### config.mk
export PLATFORM = sky130hd
export DESIGN_NAME = mma_top
export DESIGN_NICKNAME = d
export VERILOG_FILES = /design/src/rtl/mma_pkg.sv /design/src/rtl/mma_top.sv
export VERILOG_INCLUDE_DIRS = /design/src /design/src/rtl
export SDC_FILE = /design/constraint.sdc
export NUM_CORES = 1
export LEC_CHECK = 0
export ABC_CLOCK_PERIOD_IN_PS = 2800
export BUFFER_PORTS_ARGS = -buffer_cell sky130_fd_sc_hd__buf_2
export CAP_MARGIN = 5
export CORE_MARGIN = 4
export CORE_UTILIZATION = 35
export DETAILED_ROUTE_END_ITERATION = 7
export GPL_ROUTABILITY_DRIVEN = 0
export PLACE_DENSITY_LB_ADDON = 0.3
export SYNTH_ARGS = -nofsm -noshare
export SYNTH_HDL_FRONTEND = slang
export SYNTH_SLANG_ARGS = --single-unit
### constraint.sdc
create_clock -name hclk -period 2.8 [get_ports hclk]
set_input_delay 0.7 -clock hclk [delete_from_list [all_inputs] [get_ports hclk]]
set_output_delay 0.7 -clock hclk [all_outputs]
set_load 0.05 [all_outputs]
### src/rtl/mma_params.svh
// Purpose: Offsets, reset values and field positions of the management bank
// Assumes: One aligned 32-bit word per register on AHB-Lite
// Notes: Definitions only
`ifndef MMA_PARAMS_SVH
`define MMA_PARAMS_SVH

// Register byte offsets
`define MMA_OFF_ADV    8'h00
`define MMA_OFF_BANK   8'h04
`define MMA_OFF_CTRL   8'h08
`define MMA_OFF_CMD    8'h0C
`define MMA_OFF_FLAG   8'h10
`define MMA_OFF_MASK   8'h14
`define MMA_OFF_LCTRL  8'h18
`define MMA_OFF_LSTAT  8'h1C
`define MMA_OFF_COUNT  8'h20
`define MMA_OFF_HSHK   8'h24
`define MMA_OFF_KEY    8'h28

// Reset values
`define MMA_RST_CTRL   32'h0000_0000
`define MMA_RST_MASK   8'hF0
`define MMA_RST_BANK   2'h0

// Field positions
`define MMA_HS_REQ     0
`define MMA_HS_DONE    1
`define MMA_ADV_CNT    0
`define MMA_ADV_BANKS  4

// Lanes per bank
`define MMA_LANES_BANK 8

`endif

### src/rtl/mma_pkg.sv
// Purpose: Types shared by the management bank
// Assumes: Constants live in mma_params.svh
// Notes: Types only
package mma_pkg;
   typedef enum logic {
      MMA_HS_IDLE,
      MMA_HS_BUSY
   } mma_hs_e;
   typedef logic [7:0] mma_byte_t;
endpackage

### src/rtl/mma_top.sv
// Purpose: Host-addressable management register bank on AHB-Lite
// Assumes: hclk 100 MHz, hresetn async low, async inputs synchronised
// Notes: Read answers after one wait state, writes after none
//
// Notes on behaviour
// - Lane-banked pages serve eight lanes per bank.
// - Bank k position i denotes absolute lane k*8+i, lanes 1 to 32.
// - Lane j sits at position ((j-1) mod 8)+1 in bank (j-1)/8.
// - Control registers leave reset at zero unless defined otherwise.
// - Masks of optional-page flags default to one.
// - Masks of vendor interrupt sources should also default to one.
// - Numeric multi-byte values place the most significant byte lowest.
// - Writes to read-only elements are accepted and change nothing.
// - Reads of write-only elements are accepted, value undefined.
// - Self-clearing field reads zero once the device acted on it.
// - Clear-on-read byte is cleared after being read.
// - Cleared flag sets again while its condition persists.
// - Host-and-device modified field used only under a handshake.
// - Any address readable and writable without bus error.
// - All required pages are implemented; others optional.
// - Advertisement tells which optional pages and banks exist.
// - Required fields exist whenever their page exists.
// - Advertised fields exist exactly when advertised.
// - Conditional fields operate only while their condition holds.
// - Typed multi-byte reporting register reads as atomic snapshot.
// - Accessible reserved locations read zero.
// - Interrupt asserted while any unmasked flag is set.
//
// Decided for this implementation: the AHB-Lite register port and the address map.
`timescale 1ns/10ps
`include "mma_params.svh"

module mma_top
   import mma_pkg::*;
#(
   parameter int NUM_BANKS = 4,
   parameter bit HAS_COUNT = 1'b1
) (
   // Clock and reset
   input wire logic hclk,
   input wire logic hresetn,
   // AHB-Lite slave
   input wire logic hsel,
   input wire logic [31:0] haddr,
   input wire logic [1:0] htrans,
   input wire logic hwrite,
   input wire logic [2:0] hsize,
   input wire logic [31:0] hwdata,
   input wire logic hready,
   output logic hreadyout,
   output logic hresp,
   output logic [31:0] hrdata,
   // Asynchronous device conditions
   input wire logic [7:0] evt_in,
   input wire logic [31:0] lane_stat_in,
   input wire logic act_done_in,
   // Device controls
   output logic [31:0] ctrl_o,
   output logic [31:0] lane_ctrl_o,
   output logic [7:0] cmd_pulse_o,
   output logic hs_start_o,
   output logic [31:0] key_o,
   output logic irq
);

   localparam int NLANE = 32;
   localparam int SW = 8 + NLANE + 1;

   ////////////////////////////////////////////////////////////////////////
   // Synchronisers for outside signals
   logic [SW-1:0] sync1_r;
   logic [SW-1:0] sync2_r;
   wire [7:0] evt_s = sync2_r[7:0];
   wire [NLANE-1:0] lstat_s = sync2_r[8 +: NLANE];
   wire act_done_s = sync2_r[SW-1];

   // Two stages, first stage read only by the second
   always_ff @(posedge hclk or negedge hresetn) begin
      if (!hresetn) begin
         sync1_r <= '0;
         sync2_r <= '0;
      end else begin
         sync1_r <= {act_done_in, lane_stat_in, evt_in};
         sync2_r <= sync1_r;
      end
   end

   ////////////////////////////////////////////////////////////////////////
   // AHB address phase capture
   logic [7:0] addr_r;
   logic wr_pend_r;
   logic rd_wait_r;
   logic rd_done_r;
   logic [31:0] hrdata_r;
   wire acc = hsel && hready && htrans[1];
   wire rd_acc = acc && !hwrite;
   wire wr_acc = acc && hwrite;

   // Reads stall one cycle so hrdata comes from a flop
   always_ff @(posedge hclk or negedge hresetn) begin
      if (!hresetn) begin
         addr_r <= 8'h00;
         wr_pend_r <= 1'b0;
         rd_wait_r <= 1'b0;
         rd_done_r <= 1'b0;
      end else begin
         if (acc)
            addr_r <= haddr[7:0];
         wr_pend_r <= wr_acc;
         rd_wait_r <= rd_acc;
         rd_done_r <= rd_wait_r;
      end
   end

   assign hreadyout = !rd_wait_r;
   assign hresp = 1'b0; // Never an error, whatever the access
   assign hrdata = hrdata_r;

   // One stall cycle on every read, then the answer
   a_read_wait: assert property (@(posedge hclk)
      disable iff (!hresetn) rd_acc |=> !hreadyout ##1 hreadyout)
      else $error("read did not answer after one wait state");

   // Write strobes per register, none for read-only places
   wire wr_bank = wr_pend_r && addr_r == `MMA_OFF_BANK;
   wire wr_ctrl = wr_pend_r && addr_r == `MMA_OFF_CTRL;
   wire wr_cmd = wr_pend_r && addr_r == `MMA_OFF_CMD;
   wire wr_mask = wr_pend_r && addr_r == `MMA_OFF_MASK;
   wire wr_lctrl = wr_pend_r && addr_r == `MMA_OFF_LCTRL;
   wire wr_hshk = wr_pend_r && addr_r == `MMA_OFF_HSHK;
   wire wr_key = wr_pend_r && addr_r == `MMA_OFF_KEY;
   wire flag_rd_done = rd_done_r && addr_r == `MMA_OFF_FLAG;

   ////////////////////////////////////////////////////////////////////////
   // Plain control registers
   logic [1:0] bank_r;
   logic [31:0] ctrl_r;
   logic [7:0] mask_r;
   logic [31:0] key_r;

   // Zero defaults, optional and vendor masks set
   always_ff @(posedge hclk or negedge hresetn) begin
      if (!hresetn) begin
         bank_r <= `MMA_RST_BANK;
         ctrl_r <= `MMA_RST_CTRL;
         mask_r <= `MMA_RST_MASK;
         key_r <= 32'h0000_0000;
      end else begin
         if (wr_bank)
            bank_r <= hwdata[1:0]; // Host picks lane group
         if (wr_ctrl)
            ctrl_r <= hwdata;
         if (wr_mask)
            mask_r <= hwdata[7:0];
         if (wr_key)
            key_r <= hwdata;
      end
   end

   assign ctrl_o = ctrl_r;
   assign key_o = key_r;

   ////////////////////////////////////////////////////////////////////////
   // Self-clearing command byte: acted on the cycle after the write
   logic [7:0] cmd_r;

   always_ff @(posedge hclk or negedge hresetn) begin
      if (!hresetn)
         cmd_r <= 8'h00;
      else if (wr_cmd)
         cmd_r <= hwdata[7:0];
      else
         cmd_r <= 8'h00; // Device has acted, field returns to zero
   end

   assign cmd_pulse_o = cmd_r;

   a_cmd_selfclr: assert property (@(posedge hclk)
      disable iff (!hresetn) wr_cmd && !wr_acc
      |=> cmd_r == $past(hwdata[7:0]) ##1 cmd_r == 8'h00)
      else $error("command byte did not self clear");

   ////////////////////////////////////////////////////////////////////////
   // Latched flags; a read clears only the bits that it returned, so an
   // event caught after the snapshot survives; set wins over clear
   logic [7:0] flag_r;
   wire [7:0] flag_ret = flag_rd_done ? hrdata_r[7:0] : 8'h00;
   wire [7:0] flag_nxt = (flag_r & ~flag_ret) | evt_s;

   // Clear only once hrdata has gone out
   always_ff @(posedge hclk or negedge hresetn) begin
      if (!hresetn)
         flag_r <= 8'h00;
      else
         flag_r <= flag_nxt; // Persisting condition sets again
   end

   // Returned bits drop unless the condition is still present
   a_flag_clear: assert property (@(posedge hclk)
      disable iff (!hresetn) flag_rd_done
      |=> (flag_r & $past(hrdata_r[7:0] & ~evt_s)) == 8'h00)
      else $error("flag byte not cleared after read");

   a_flag_hold: assert property (@(posedge hclk)
      disable iff (!hresetn)
      1'b1 |=> (flag_r & $past(evt_s)) == $past(evt_s))
      else $error("present condition not latched");

   // Registered request, level while any unmasked flag stands
   logic irq_r;
   always_ff @(posedge hclk or negedge hresetn) begin
      if (!hresetn)
         irq_r <= 1'b0;
      else
         irq_r <= |(flag_r & ~mask_r);
   end

   assign irq = irq_r;

   // Interrupt follows unmasked flags one cycle later, both ways
   a_irq_level: assert property (@(posedge hclk)
      disable iff (!hresetn) |(flag_r & ~mask_r) |=> irq)
      else $error("interrupt not asserted for unmasked flag");

   a_irq_quiet: assert property (@(posedge hclk)
      disable iff (!hresetn) !(|(flag_r & ~mask_r)) |=> !irq)
      else $error("interrupt asserted with no unmasked flag");

   ////////////////////////////////////////////////////////////////////////
   // Lane-banked control and status, one generate per absolute lane
   logic [NLANE-1:0] lane_ctrl_r;
   wire bank_ok = int'(bank_r) < NUM_BANKS; // Absent banks read zero

   genvar j;
   generate
      for (j = 0; j < NLANE; j++) begin : g_lane
         // Lane j+1 at bank j/8, position (j mod 8)+1
         always_ff @(posedge hclk or negedge hresetn) begin
            if (!hresetn)
               lane_ctrl_r[j] <= 1'b0;
            else if (wr_lctrl && bank_ok &&
                     int'(bank_r) == j / `MMA_LANES_BANK)
               lane_ctrl_r[j] <= hwdata[j % `MMA_LANES_BANK];
         end
      end
   endgenerate

   assign lane_ctrl_o = lane_ctrl_r;

   // Banked write lands in the selected group; other groups are not checked
   a_bank_write: assert property (@(posedge hclk)
      disable iff (!hresetn) wr_lctrl && int'(bank_r) < NUM_BANKS
      |=> lane_ctrl_r[$past(bank_r)*8 +: 8] == $past(hwdata[7:0]))
      else $error("banked lane write missed its lane group");

   // Writes to read-only places leave ctrl_r, mask_r and lane_ctrl_r alone
   a_ro_write: assert property (@(posedge hclk)
      disable iff (!hresetn)
      wr_pend_r && (addr_r == `MMA_OFF_ADV || addr_r == `MMA_OFF_LSTAT)
      |=> $stable(ctrl_r) && $stable(mask_r) && $stable(lane_ctrl_r))
      else $error("read-only write changed state");

   // Status is meaningful only for enabled lanes
   wire [NLANE-1:0] lstat_live = lstat_s & lane_ctrl_r;
   wire [7:0] lctrl_win = bank_ok ? lane_ctrl_r[bank_r*8 +: 8] : 8'h00;
   wire [7:0] lstat_win = bank_ok ? lstat_live[bank_r*8 +: 8] : 8'h00;

   ////////////////////////////////////////////////////////////////////////
   // Event counter, typed 32-bit reporting value
   logic [31:0] cnt_r;
   logic evt0_d_r;

   always_ff @(posedge hclk or negedge hresetn) begin
      if (!hresetn) begin
         cnt_r <= 32'h0000_0000;
         evt0_d_r <= 1'b0;
      end else begin
         evt0_d_r <= evt_s[0];
         if (HAS_COUNT && evt_s[0] && !evt0_d_r)
            cnt_r <= cnt_r + 32'h0000_0001;
      end
   end

   // Most significant byte in the lowest byte lane
   wire [31:0] cnt_be = {cnt_r[7:0], cnt_r[15:8], cnt_r[23:16], cnt_r[31:24]};

   a_count_be: assert property (@(posedge hclk)
      disable iff (!hresetn)
      rd_wait_r && addr_r == `MMA_OFF_COUNT && HAS_COUNT
      |=> hrdata[7:0] == $past(cnt_r[31:24]))
      else $error("counter not most significant byte first");

   ////////////////////////////////////////////////////////////////////////
   // Shared request field: host raises request, device answers done
   mma_hs_e hs_st_r;
   logic hs_req_r;
   logic hs_done_r;
   wire hs_finish = hs_st_r == MMA_HS_BUSY && act_done_s;

   // Both parties touch it only through this exchange
   always_ff @(posedge hclk or negedge hresetn) begin
      if (!hresetn) begin
         hs_st_r <= MMA_HS_IDLE;
         hs_req_r <= 1'b0;
         hs_done_r <= 1'b0;
      end else begin
         case (hs_st_r)
            MMA_HS_IDLE: begin
               if (hs_req_r)
                  hs_st_r <= MMA_HS_BUSY;
            end
            MMA_HS_BUSY: begin
               if (act_done_s)
                  hs_st_r <= MMA_HS_IDLE;
            end
            default: hs_st_r <= MMA_HS_IDLE;
         endcase
         // Device update wins over a host write in the same cycle
         if (hs_finish) begin
            hs_req_r <= 1'b0;
            hs_done_r <= 1'b1;
         end else if (wr_hshk) begin
            hs_req_r <= hwdata[`MMA_HS_REQ];
            hs_done_r <= hwdata[`MMA_HS_DONE];
         end
      end
   end

   assign hs_start_o = hs_st_r == MMA_HS_IDLE && hs_req_r;

   a_hs_done: assert property (@(posedge hclk)
      disable iff (!hresetn)
      hs_finish |=> hs_done_r && !hs_req_r && hs_st_r == MMA_HS_IDLE)
      else $error("handshake completion not reflected");

   ////////////////////////////////////////////////////////////////////////
   // Read data selection
   wire [31:0] adv_val = {24'h000000, 4'(NUM_BANKS), 3'h0, HAS_COUNT};
   wire [31:0] rd_mux =
      addr_r == `MMA_OFF_ADV   ? adv_val : // Advertises options
      addr_r == `MMA_OFF_BANK  ? {30'h0, bank_r} :
      addr_r == `MMA_OFF_CTRL  ? ctrl_r : // Required, always present
      addr_r == `MMA_OFF_CMD   ? {24'h0, cmd_r} :
      addr_r == `MMA_OFF_FLAG  ? {24'h0, flag_r} :
      addr_r == `MMA_OFF_MASK  ? {24'h0, mask_r} :
      addr_r == `MMA_OFF_LCTRL ? {24'h0, lctrl_win} :
      addr_r == `MMA_OFF_LSTAT ? {24'h0, lstat_win} :
      addr_r == `MMA_OFF_COUNT ? (HAS_COUNT ? cnt_be : 32'h0) :
      addr_r == `MMA_OFF_HSHK  ? {30'h0, hs_done_r, hs_req_r} :
      32'h0000_0000; // Write-only key and reserved read zero

   // Whole word sampled in one edge, never torn
   always_ff @(posedge hclk or negedge hresetn) begin
      if (!hresetn)
         hrdata_r <= 32'h0000_0000;
      else if (rd_wait_r)
         hrdata_r <= rd_mux;
   end

endmodule

# Yosys cells after proc, flatten, opt, wreduce, memory -nomap -nowiden
# Index checks and enable logic that the tools add are counted.
totals:
  elab_cells: 119
  input_bits: 115
  regBits: 284
classes:
  muxes: 19
  reduce_logical: 26
  add_sub_neg: 1
  eq_ne: 13
  n_shift: 2
  bitwise_logic: 7
op_table:
  columns: ["op", "count"]
  rows:
  - ["$mux W32", 9]
  - ["$shiftx A32 B6 Y8", 2]
  - ["$add A32 B1 Y32 const B", 1]
  - ["$and A32 B32 Y32", 1]
  - ["$eq A8 B5 Y1 const B", 4]
  - ["$eq A8 B6 Y1 const B", 3]
  - ["$logic_and A1 B1 Y1", 19]
  - ["$and A8 B8 Y8", 2]
  - ["$eq A8 B4 Y1 const B", 2]
  - ["$mux W8", 2]
  - ["$not A8 Y8", 2]
  - ["$eq A8 B3 Y1 const B", 1]
  - ["$logic_not A8 Y1", 1]
  - ["$or A8 B8 Y8", 1]
  - ["$reduce_or A8 Y1", 1]
  - ["$mux W1", 6]
  - ["$eq A2 B2 Y1 const B", 2]
  - ["$logic_not A1 Y1", 3]
  - ["$eq A2 B1 Y1 const B", 1]
  - ["$logic_not A2 Y1", 1]
  - ["$mux W2", 1]
  - ["$pmux W1 S2", 1]
  - ["$reduce_bool A2 Y1", 1]
  - ["$not A1 Y1", 1]

# Depth between registers and ports, before layout
# Gate-level depths: netlist (run 1).
depth:
  depth_word: 11
  depth_mapped: 8

# Least setup slack after synthesis (run 1)
# No wires, ideal clock.
synth_path:
  kind: "register -> register"
  from: "register addr_r[7]"
  to: "register lane_ctrl_r[10], in the netlist lane_ctrl_o[10]"
  path_slack_ps: 580
  arrival_time_ps: 2095
  path_buffers: 3
  path_stages_with_launch: 9
  setup_time_ps: 125
  required_time_ps: 2675
  cell_sequence: "dfrtp_1 > buf_6 > or4b_4 > buf_6 > nor2_8 > nand2_4 > or3_1 > buf_6 > mux2_4"
synth_via:
  elab_chain_cells: 3
synth_rtl:
  columns: ["item", "line_no", "source"]
  rows:
  - ["start, declared", "mma_top.sv:90", "logic [7:0] addr_r;"]
  - ["start signal, assigned", "mma_top.sv:108", "addr_r <= haddr[7:0];"]
  - ["$eq A8 B5 Y1 (no source line)", null, null]
  - ["$logic_and A1 B1 Y1 (no source line) (2 in series)", null, null]
  - ["end signal, assigned by index", "mma_top.sv:243", "lane_ctrl_r[j] <= hwdata[j % `MMA_LANES_BANK];"]
  - ["end, declared", "mma_top.sv:231", "logic [NLANE-1:0] lane_ctrl_r;"]
# Every way passes these cells.
# A chain may end at the register's enable or synchronous reset.

# Worst setup path in the final report (run 1)
layout_path:
  from: "register addr_r[7]"
  to: "register lane_ctrl_r[13], in the netlist lane_ctrl_o[13]"
# The elaborated chain is that of the path after synthesis.

==> flow_summary.json, run 1 <==
{
  "synth_nets": 970,
  "rows": 65,
  "antenna_left": 0,
  "postCtsSetupRepairBufs": 0,
  "synth_cell_types": 68,
  "path_buf_inv": 0,
  "min_path_type": "input pin to async pin",
  "synth_top_family_by_area": "multiplexers",
  "drc_errors": 0,
  "pin_count": 255,
  "yosysTopAreaCellShare_pct": 61.74,
  "clock_latency_ps": 560,
  "fin_total_pwr_mw": 9.781,
  "clock_path_buffers": 3,
  "max_slew_margin_pct": 53.59,
  "viasPerCell": 5.078,
  "syn_inst": 854,
  "drt_iter0_drc": 569,
  "start_util_pct": 35.69,
  "clkTransAtPathRegs_ps": 60,
  "muxShareOfSynthArea_pct": 13.30,
  "synth-compound-area-share_pct": 9.745,
  "critPathMaxFanout": 10,
  "synth-main-ff-cell": "dfrtp_1",
  "cts-root-buf": "clkbuf_16",
  "synth_edf_count": 0,
  "cts_hold_buf": 0,
  "dr_total_vias": 7901,
  "grt_max_degree": 84,
  "finalMaxSlewViolations": 0,
  "syn_area_um2": 11350,
  "grt_usage_pct": 16.93,
  "syn_avg_cell_area_um2": 13.29,
  "post_cts_resize_count": 0,
  "crit_path_start_kind": "flip-flop",
  "grt_pass1_wl_um": 47610,
  "fin_crit_sh_pct": 88.73,
  "powerDensity_nw_per_um2": 690.6,
  "ctsHtreeMaxLevel": 1,
  "final_util_pct": 44.54,
  "finalHoldViolations": 0,
  "status": "completed",
  "finClkSkew_ps": 20.47,
  "placedCellCount": 1499,
  "post_drt_wl_per_cell_um": 19.67,
  "cts_tree": "yes",
  "final_area_um2": 14160,
  "synthAdderAreaFrac_pct": 0.1102,
  "die_w_um": 188.1,
  "fmax_mhz": 402.5,
  "setup_viol": 0,
  "crit_required_ps": 3250,
  "grt_pass1_vias": 7910,
  "synth-seq-area-share_pct": 62.66,
  "crit_family": "simple AND/OR/NAND/NOR gates",
  "period_needed_ps": 2484,
  "crit_type": "flip-flop to flip-flop",
  "fillerInstances": 2937,
  "p_leak_nw": 6.531,
  "cts_buffers": 31,
  "end_kind": "flip-flop",
  "dieHeight_um": 188.1,
  "yosys.area_share.simple_pct": 9.315,
  "vdd_ir_drop_max_v": 0.0004537,
  "final_net_count": 1213,
  "placed_area_um2": 13130,
  "yosys_warnings": 0,
  "ys_async_sr_fraction_pct": 100.0,
  "arrival_ps": 2930,
  "wl_um": 30610,
  "grt_overflow": 0,
  "ys_top_cells_by_area": "dfrtp_1, mux2_2, a22oi_1",
  "core_region_area_um2": 31800,
  "synth_xor_area_share_pct": 2.392,
  "dp_hpwl_um": 21870,
  "rsz0062_at_grt": "no",
  "ff2ff_setup_slack_ps": 320,
  "cts.sinks": 284,
  "totalNegativeSetupSlack_ps": 0,
  "max_stage_delay_ps": 680,
  "crit_slowest_cell": "or4b_4",
  "synth-seq-cells": 284,
  "fin_cells": 1556,
  "grt_antenna_before_repair": 0,
  "dr.pass1.iters": 6,
  "worst_pin_slew_ps": 696.1,
  "drive_gt1_share_pct": 39.64,
  "maxCapViolations": 0,
  "die-area_um2": 35370,
  "area_growth_pct": 24.78,
  "synth_largest_area_cell": "dfrtp_1",
  "io_buffers": 225,
  "cp_cell_sequence": "or4b_4 -> nor2_8 -> nand2_4 -> or3_1 -> mux2_4"
}
worst register-to-register path, stage by stage (launching register included):
cell and delay (ps):
dfrtp_1 480, or4b_4 680, nor2_8 190, nand2_4 70, or3_1 570, mux2_4 390
path summary, 6_finish.rpt:
kind,startpoint,cells past startpoint,end
max in group asynchronous,hresetn,2,mask_r[4]
setup / recovery,addr_r[7],5,lane_ctrl_o[13]
min in group hclk,lane_stat_in[29],1,sync1_r[37]
hold reg to reg,sync1_r[34],0,sync2_r[34]
setup reg to reg,addr_r[7],5,lane_ctrl_o[13]
hold / removal,hresetn,1,key_o[12]
metal layers:
layer / GRT usage (%) / vias up / routed length (µm)
li1: - / 3595 / -
met1: 23.14 / 3947 / 13290
met2: 27.18 / 289 / 14190
met3: 3.742 / 70 / 2139
met4: 5.054 / 0 / 986
met5: 0 / - / 0
sequential cells by signal, summed over array words and instances, names as in the netlist, 2 cells and up:
signal / cells
mask_r: 8
lane_ctrl_o: 32
bank_r: 2
cnt_r: 32
key_o: 32
ctrl_o: 32
addr_r: 8
sync2_r: 41
sync1_r: 41
hrdata: 32
flag_r: 8
cmd_pulse_o: 8
report_power, final:
group / total (mW) / internal (mW) / switching (mW)
combinational: 1.17 / 0.377 / 0.789
clock: 4.08 / 2.47 / 1.61
sequential: 4.53 / 4.33 / 0.202
total: 9.78 / 7.18 / 2.60
synth_stat cells (17+ instances only):
| cell type | number |
|---|---|
| dfrtp_1 | 280 |
| mux2_2 | 104 |
| nand2_1 | 53 |
| nor2_1 | 30 |
| a22oi_1 | 29 |
| clkbuf_1 | 28 |
| o21ai_0 | 28 |
| o2bb2ai_1 | 24 |
| xnor2_1 | 22 |
| nand3_1 | 19 |
| a21oi_1 | 18 |
| inv_1 | 17 |
final cells by class:
cell class	count	area [µm²]	share of cell area, %
sequential	284	7112	50.22
multi-input combinational	507	3981	28.11
timing repair buffer	256	1431	10.11
clock buffer	47	895.9	6.326
tap	435	544.3	3.843
clock inverter	9	131.4	0.9276
inverter	17	63.81	0.4506
antenna	1	2.502	0.01767
logic make-up (layout without fill, tap and decap cells):
| logic type | count (synthesis) | count (layout) |
|---|---|---|
| buffers and inverters | 63 | 329 |
| adder cells (fa/ha/maj) | 1 | 1 |
| AO/OA/AOI/OAI | 155 | 155 |
| XOR/XNOR | 31 | 31 |
| flip-flops | 284 | 284 |
| multiplexers | 125 | 125 |
| other | 1 | 2 |
| AND/OR/NAND/NOR | 194 | 194 |
through the flow:
stage	hold WS, ps	worst slack (ps)
2_1_floorplan	331.2	580.3
3_3_place_gp	333.4	321.5
3_5_place_dp	334.7	312.5
4_1_cts	171.1	311.6
5_1_grt	175.4	186.7
6_report	149.7	315.5
placed cells by master (no fill, tap or decap), types with 5 or more instances in the layout:
cell type	netlist	layout
dfrtp_1	280	280
buf_2	12	224
mux2_2	104	104
nand2_1	53	53
clkbuf_16	0	31
nor2_1	30	30
a22oi_1	29	29
o21ai_0	28	28
buf_4	1	26
o2bb2ai_1	24	24
xnor2_1	22	22
nand3_1	19	18
a21oi_1	18	18
inv_1	17	17
and3_1	16	16
nor3_1	10	10
clkbuf_1	28	10
and2_1	9	9
a21o_1	9	9
nand4_1	9	9
xor2_1	9	9
mux2_4	8	8
nor2b_1	7	7
mux4_2	7	7
a211oi_1	6	6
mux2i_1	6	6
clkbuf_8	0	6
nor4_1	5	5
o22ai_1	5	5
or4_1	5	5
nand2b_1	5	5
o211ai_1	5	5
buf_12	0	5
No activity file was read; power rests on OpenSTA's default activity.
==> run 2: changes to the inputs <==
Settings changed: ABC_CLOCK_PERIOD_IN_PS 2800 to 3100.
Clock period 2.8 ns to 3.1 ns, I/O delays scaled along.
==> run 2 against run 1 <==
- global-route usage decreased by 0.10 points
- via count decreased by 0.67%
- total power decreased by 8.2%
- count of clock-buffer cells in the layout decreased by 8
- non-clock buffer count decreased by 5
- clock skew decreased by 8.0 ps
- critical path type unchanged
- highest routed layer unchanged
==> flow_summary.json, run 2 (synthesized netlist as in run 1, its figures left out) <==
{
  "io_buffers": 225,
  "crit_path_start_kind": "flip-flop",
  "cts_hold_buf": 0,
  "critPathMaxFanout": 8,
  "post_cts_resize_count": 0,
  "maxCapViolations": 0,
  "min_path_type": "input pin to async pin",
  "p_leak_nw": 6.538,
  "final_util_pct": 44.51,
  "crit_type": "flip-flop to flip-flop",
  "grt_max_degree": 86,
  "multi_input_area_um2": 3981,
  "worst_slack_ps": 426.7,
  "worst_r2r_path_depth": 5,
  "cts.sinks": 284,
  "fin_crit_sh_pct": 86.24,
  "totalNegativeSetupSlack_ps": 0,
  "final_cell_mix": "dfrtp_1, buf_2, mux2_2",
  "worst_pin_slew_ps": 843.1,
  "end_kind": "flip-flop",
  "whs_ps": 182.8,
  "period_needed_ps": 2673,
  "grt_overflow": 0,
  "r2r-end": "lane_ctrl_o[18]",
  "pin_count": 255,
  "crit_required_ps": 3530,
  "drt_iter0_drc": 601,
  "dp_hpwl_um": 21720,
  "antenna_left": 0,
  "status": "completed",
  "grt_antenna_before_repair": 0,
  "die-area_um2": 35370,
  "setup_viol": 0,
  "ff2ff_setup_slack_ps": 430,
  "final_common_cell": "dfrtp_1",
  "area.sequential_um2": 7112,
  "rows": 65,
  "core_region_area_um2": 31800,
  "drive_gt1_share_pct": 40.09,
  "wl_um": 30310,
  "final_net_count": 1208,
  "rsz0062_at_grt": "no",
  "dr_total_vias": 7848,
  "cts_tree": "yes",
  "antennaDiodeCount": 0,
  "finalHoldViolations": 0,
  "finClkSkew_ps": 12.48,
  "r2r-start": "addr_r[1]",
  "fin_cells": 1550,
  "ctsHtreeMaxLevel": 1,
  "reg.largest.list": "sync1_r (41), sync2_r (41)",
  "grt_pass1_wl_um": 47420,
  "clock_latency_ps": 550,
  "drc_errors": 0,
  "max_slew_margin_pct": 43.79,
  "viasPerCell": 5.063,
  "postCtsSetupRepairBufs": 0,
  "dieHeight_um": 188.1,
  "grt_usage_pct": 16.83,
  "dr.pass1.iters": 5,
  "vdd_ir_drop_max_v": 0.0004139,
  "pre_cts_ws_ps": 436.3,
  "grt_pass1_vias": 8034,
  "cts-root-buf": "clkbuf_16",
  "start_util_pct": 35.69,
  "placedCellCount": 1494,
  "area_growth_pct": 24.69,
  "clkTransAtPathRegs_ps": 60,
  "fmax_mhz": 374.1,
  "finalMaxSlewViolations": 0,
  "cts_buffers": 31,
  "die_w_um": 188.1,
  "post_drt_wl_per_cell_um": 19.55,
  "arrival_ps": 3110,
  "fillerInstances": 2946,
  "powerDensity_nw_per_um2": 634.6,
  "clock_path_buffers": 3
}
-- run 2: cell type report --
class	count	share of cell area (%)
flip-flops and latches	284	50.25
multi-input cells	507	28.13
repair buffers	251	9.584
clock buffers	39	6.118
well taps	435	3.846
clock inverters	17	1.618
inverters	17	0.4509
-- run 2: metrics by stage --
stage	cell area [µm²]	power [mW]
floorplan	11350	4.782
global placement	13060	5.186
detailed placement	13060	5.196
CTS	14150	9.108
global route	14150	9.376
finish	14150	8.981
-- run 2: worst max-delay path, cell delays in order, from the launching register on --
cell,delay (ps)
dfrtp_1,440
or4b_1,800
nor2_8,230
nand3_1,150
nor2_2,540
mux2_2,400
-- run 2: where the power goes --
part	switching (mW)	leakage [nW]	internal [mW]
clock network	1.47	0.547	2.39
registers	0.182	3.50	3.91
logic	0.703	2.49	0.326
-- run 2: worst max-delay path by stage --
stage	from	end	slack, ps	depth (start not counted)
2_1_floorplan	addr_r[7]	lane_ctrl_o[10]	880	8
5_1_grt	addr_r[1]	lane_ctrl_o[17]	340	5
6_report	addr_r[1]	lane_ctrl_o[18]	430	5
3_3_place_gp	addr_r[1]	lane_ctrl_o[8]	500	5
4_1_cts	addr_r[1]	lane_ctrl_o[18]	430	5
3_5_place_dp	addr_r[1]	lane_ctrl_o[18]	440	5
-- run 2: per-layer routing --
metal  GRT usage (%)  part of all wire, %  up-vias
li1                -                    -     3581
met1           23.28                   44     3889
met2           26.51                   45      309
met3           3.425                  6.7       69
met4           5.844                  3.8        0
met5               0                    0        -
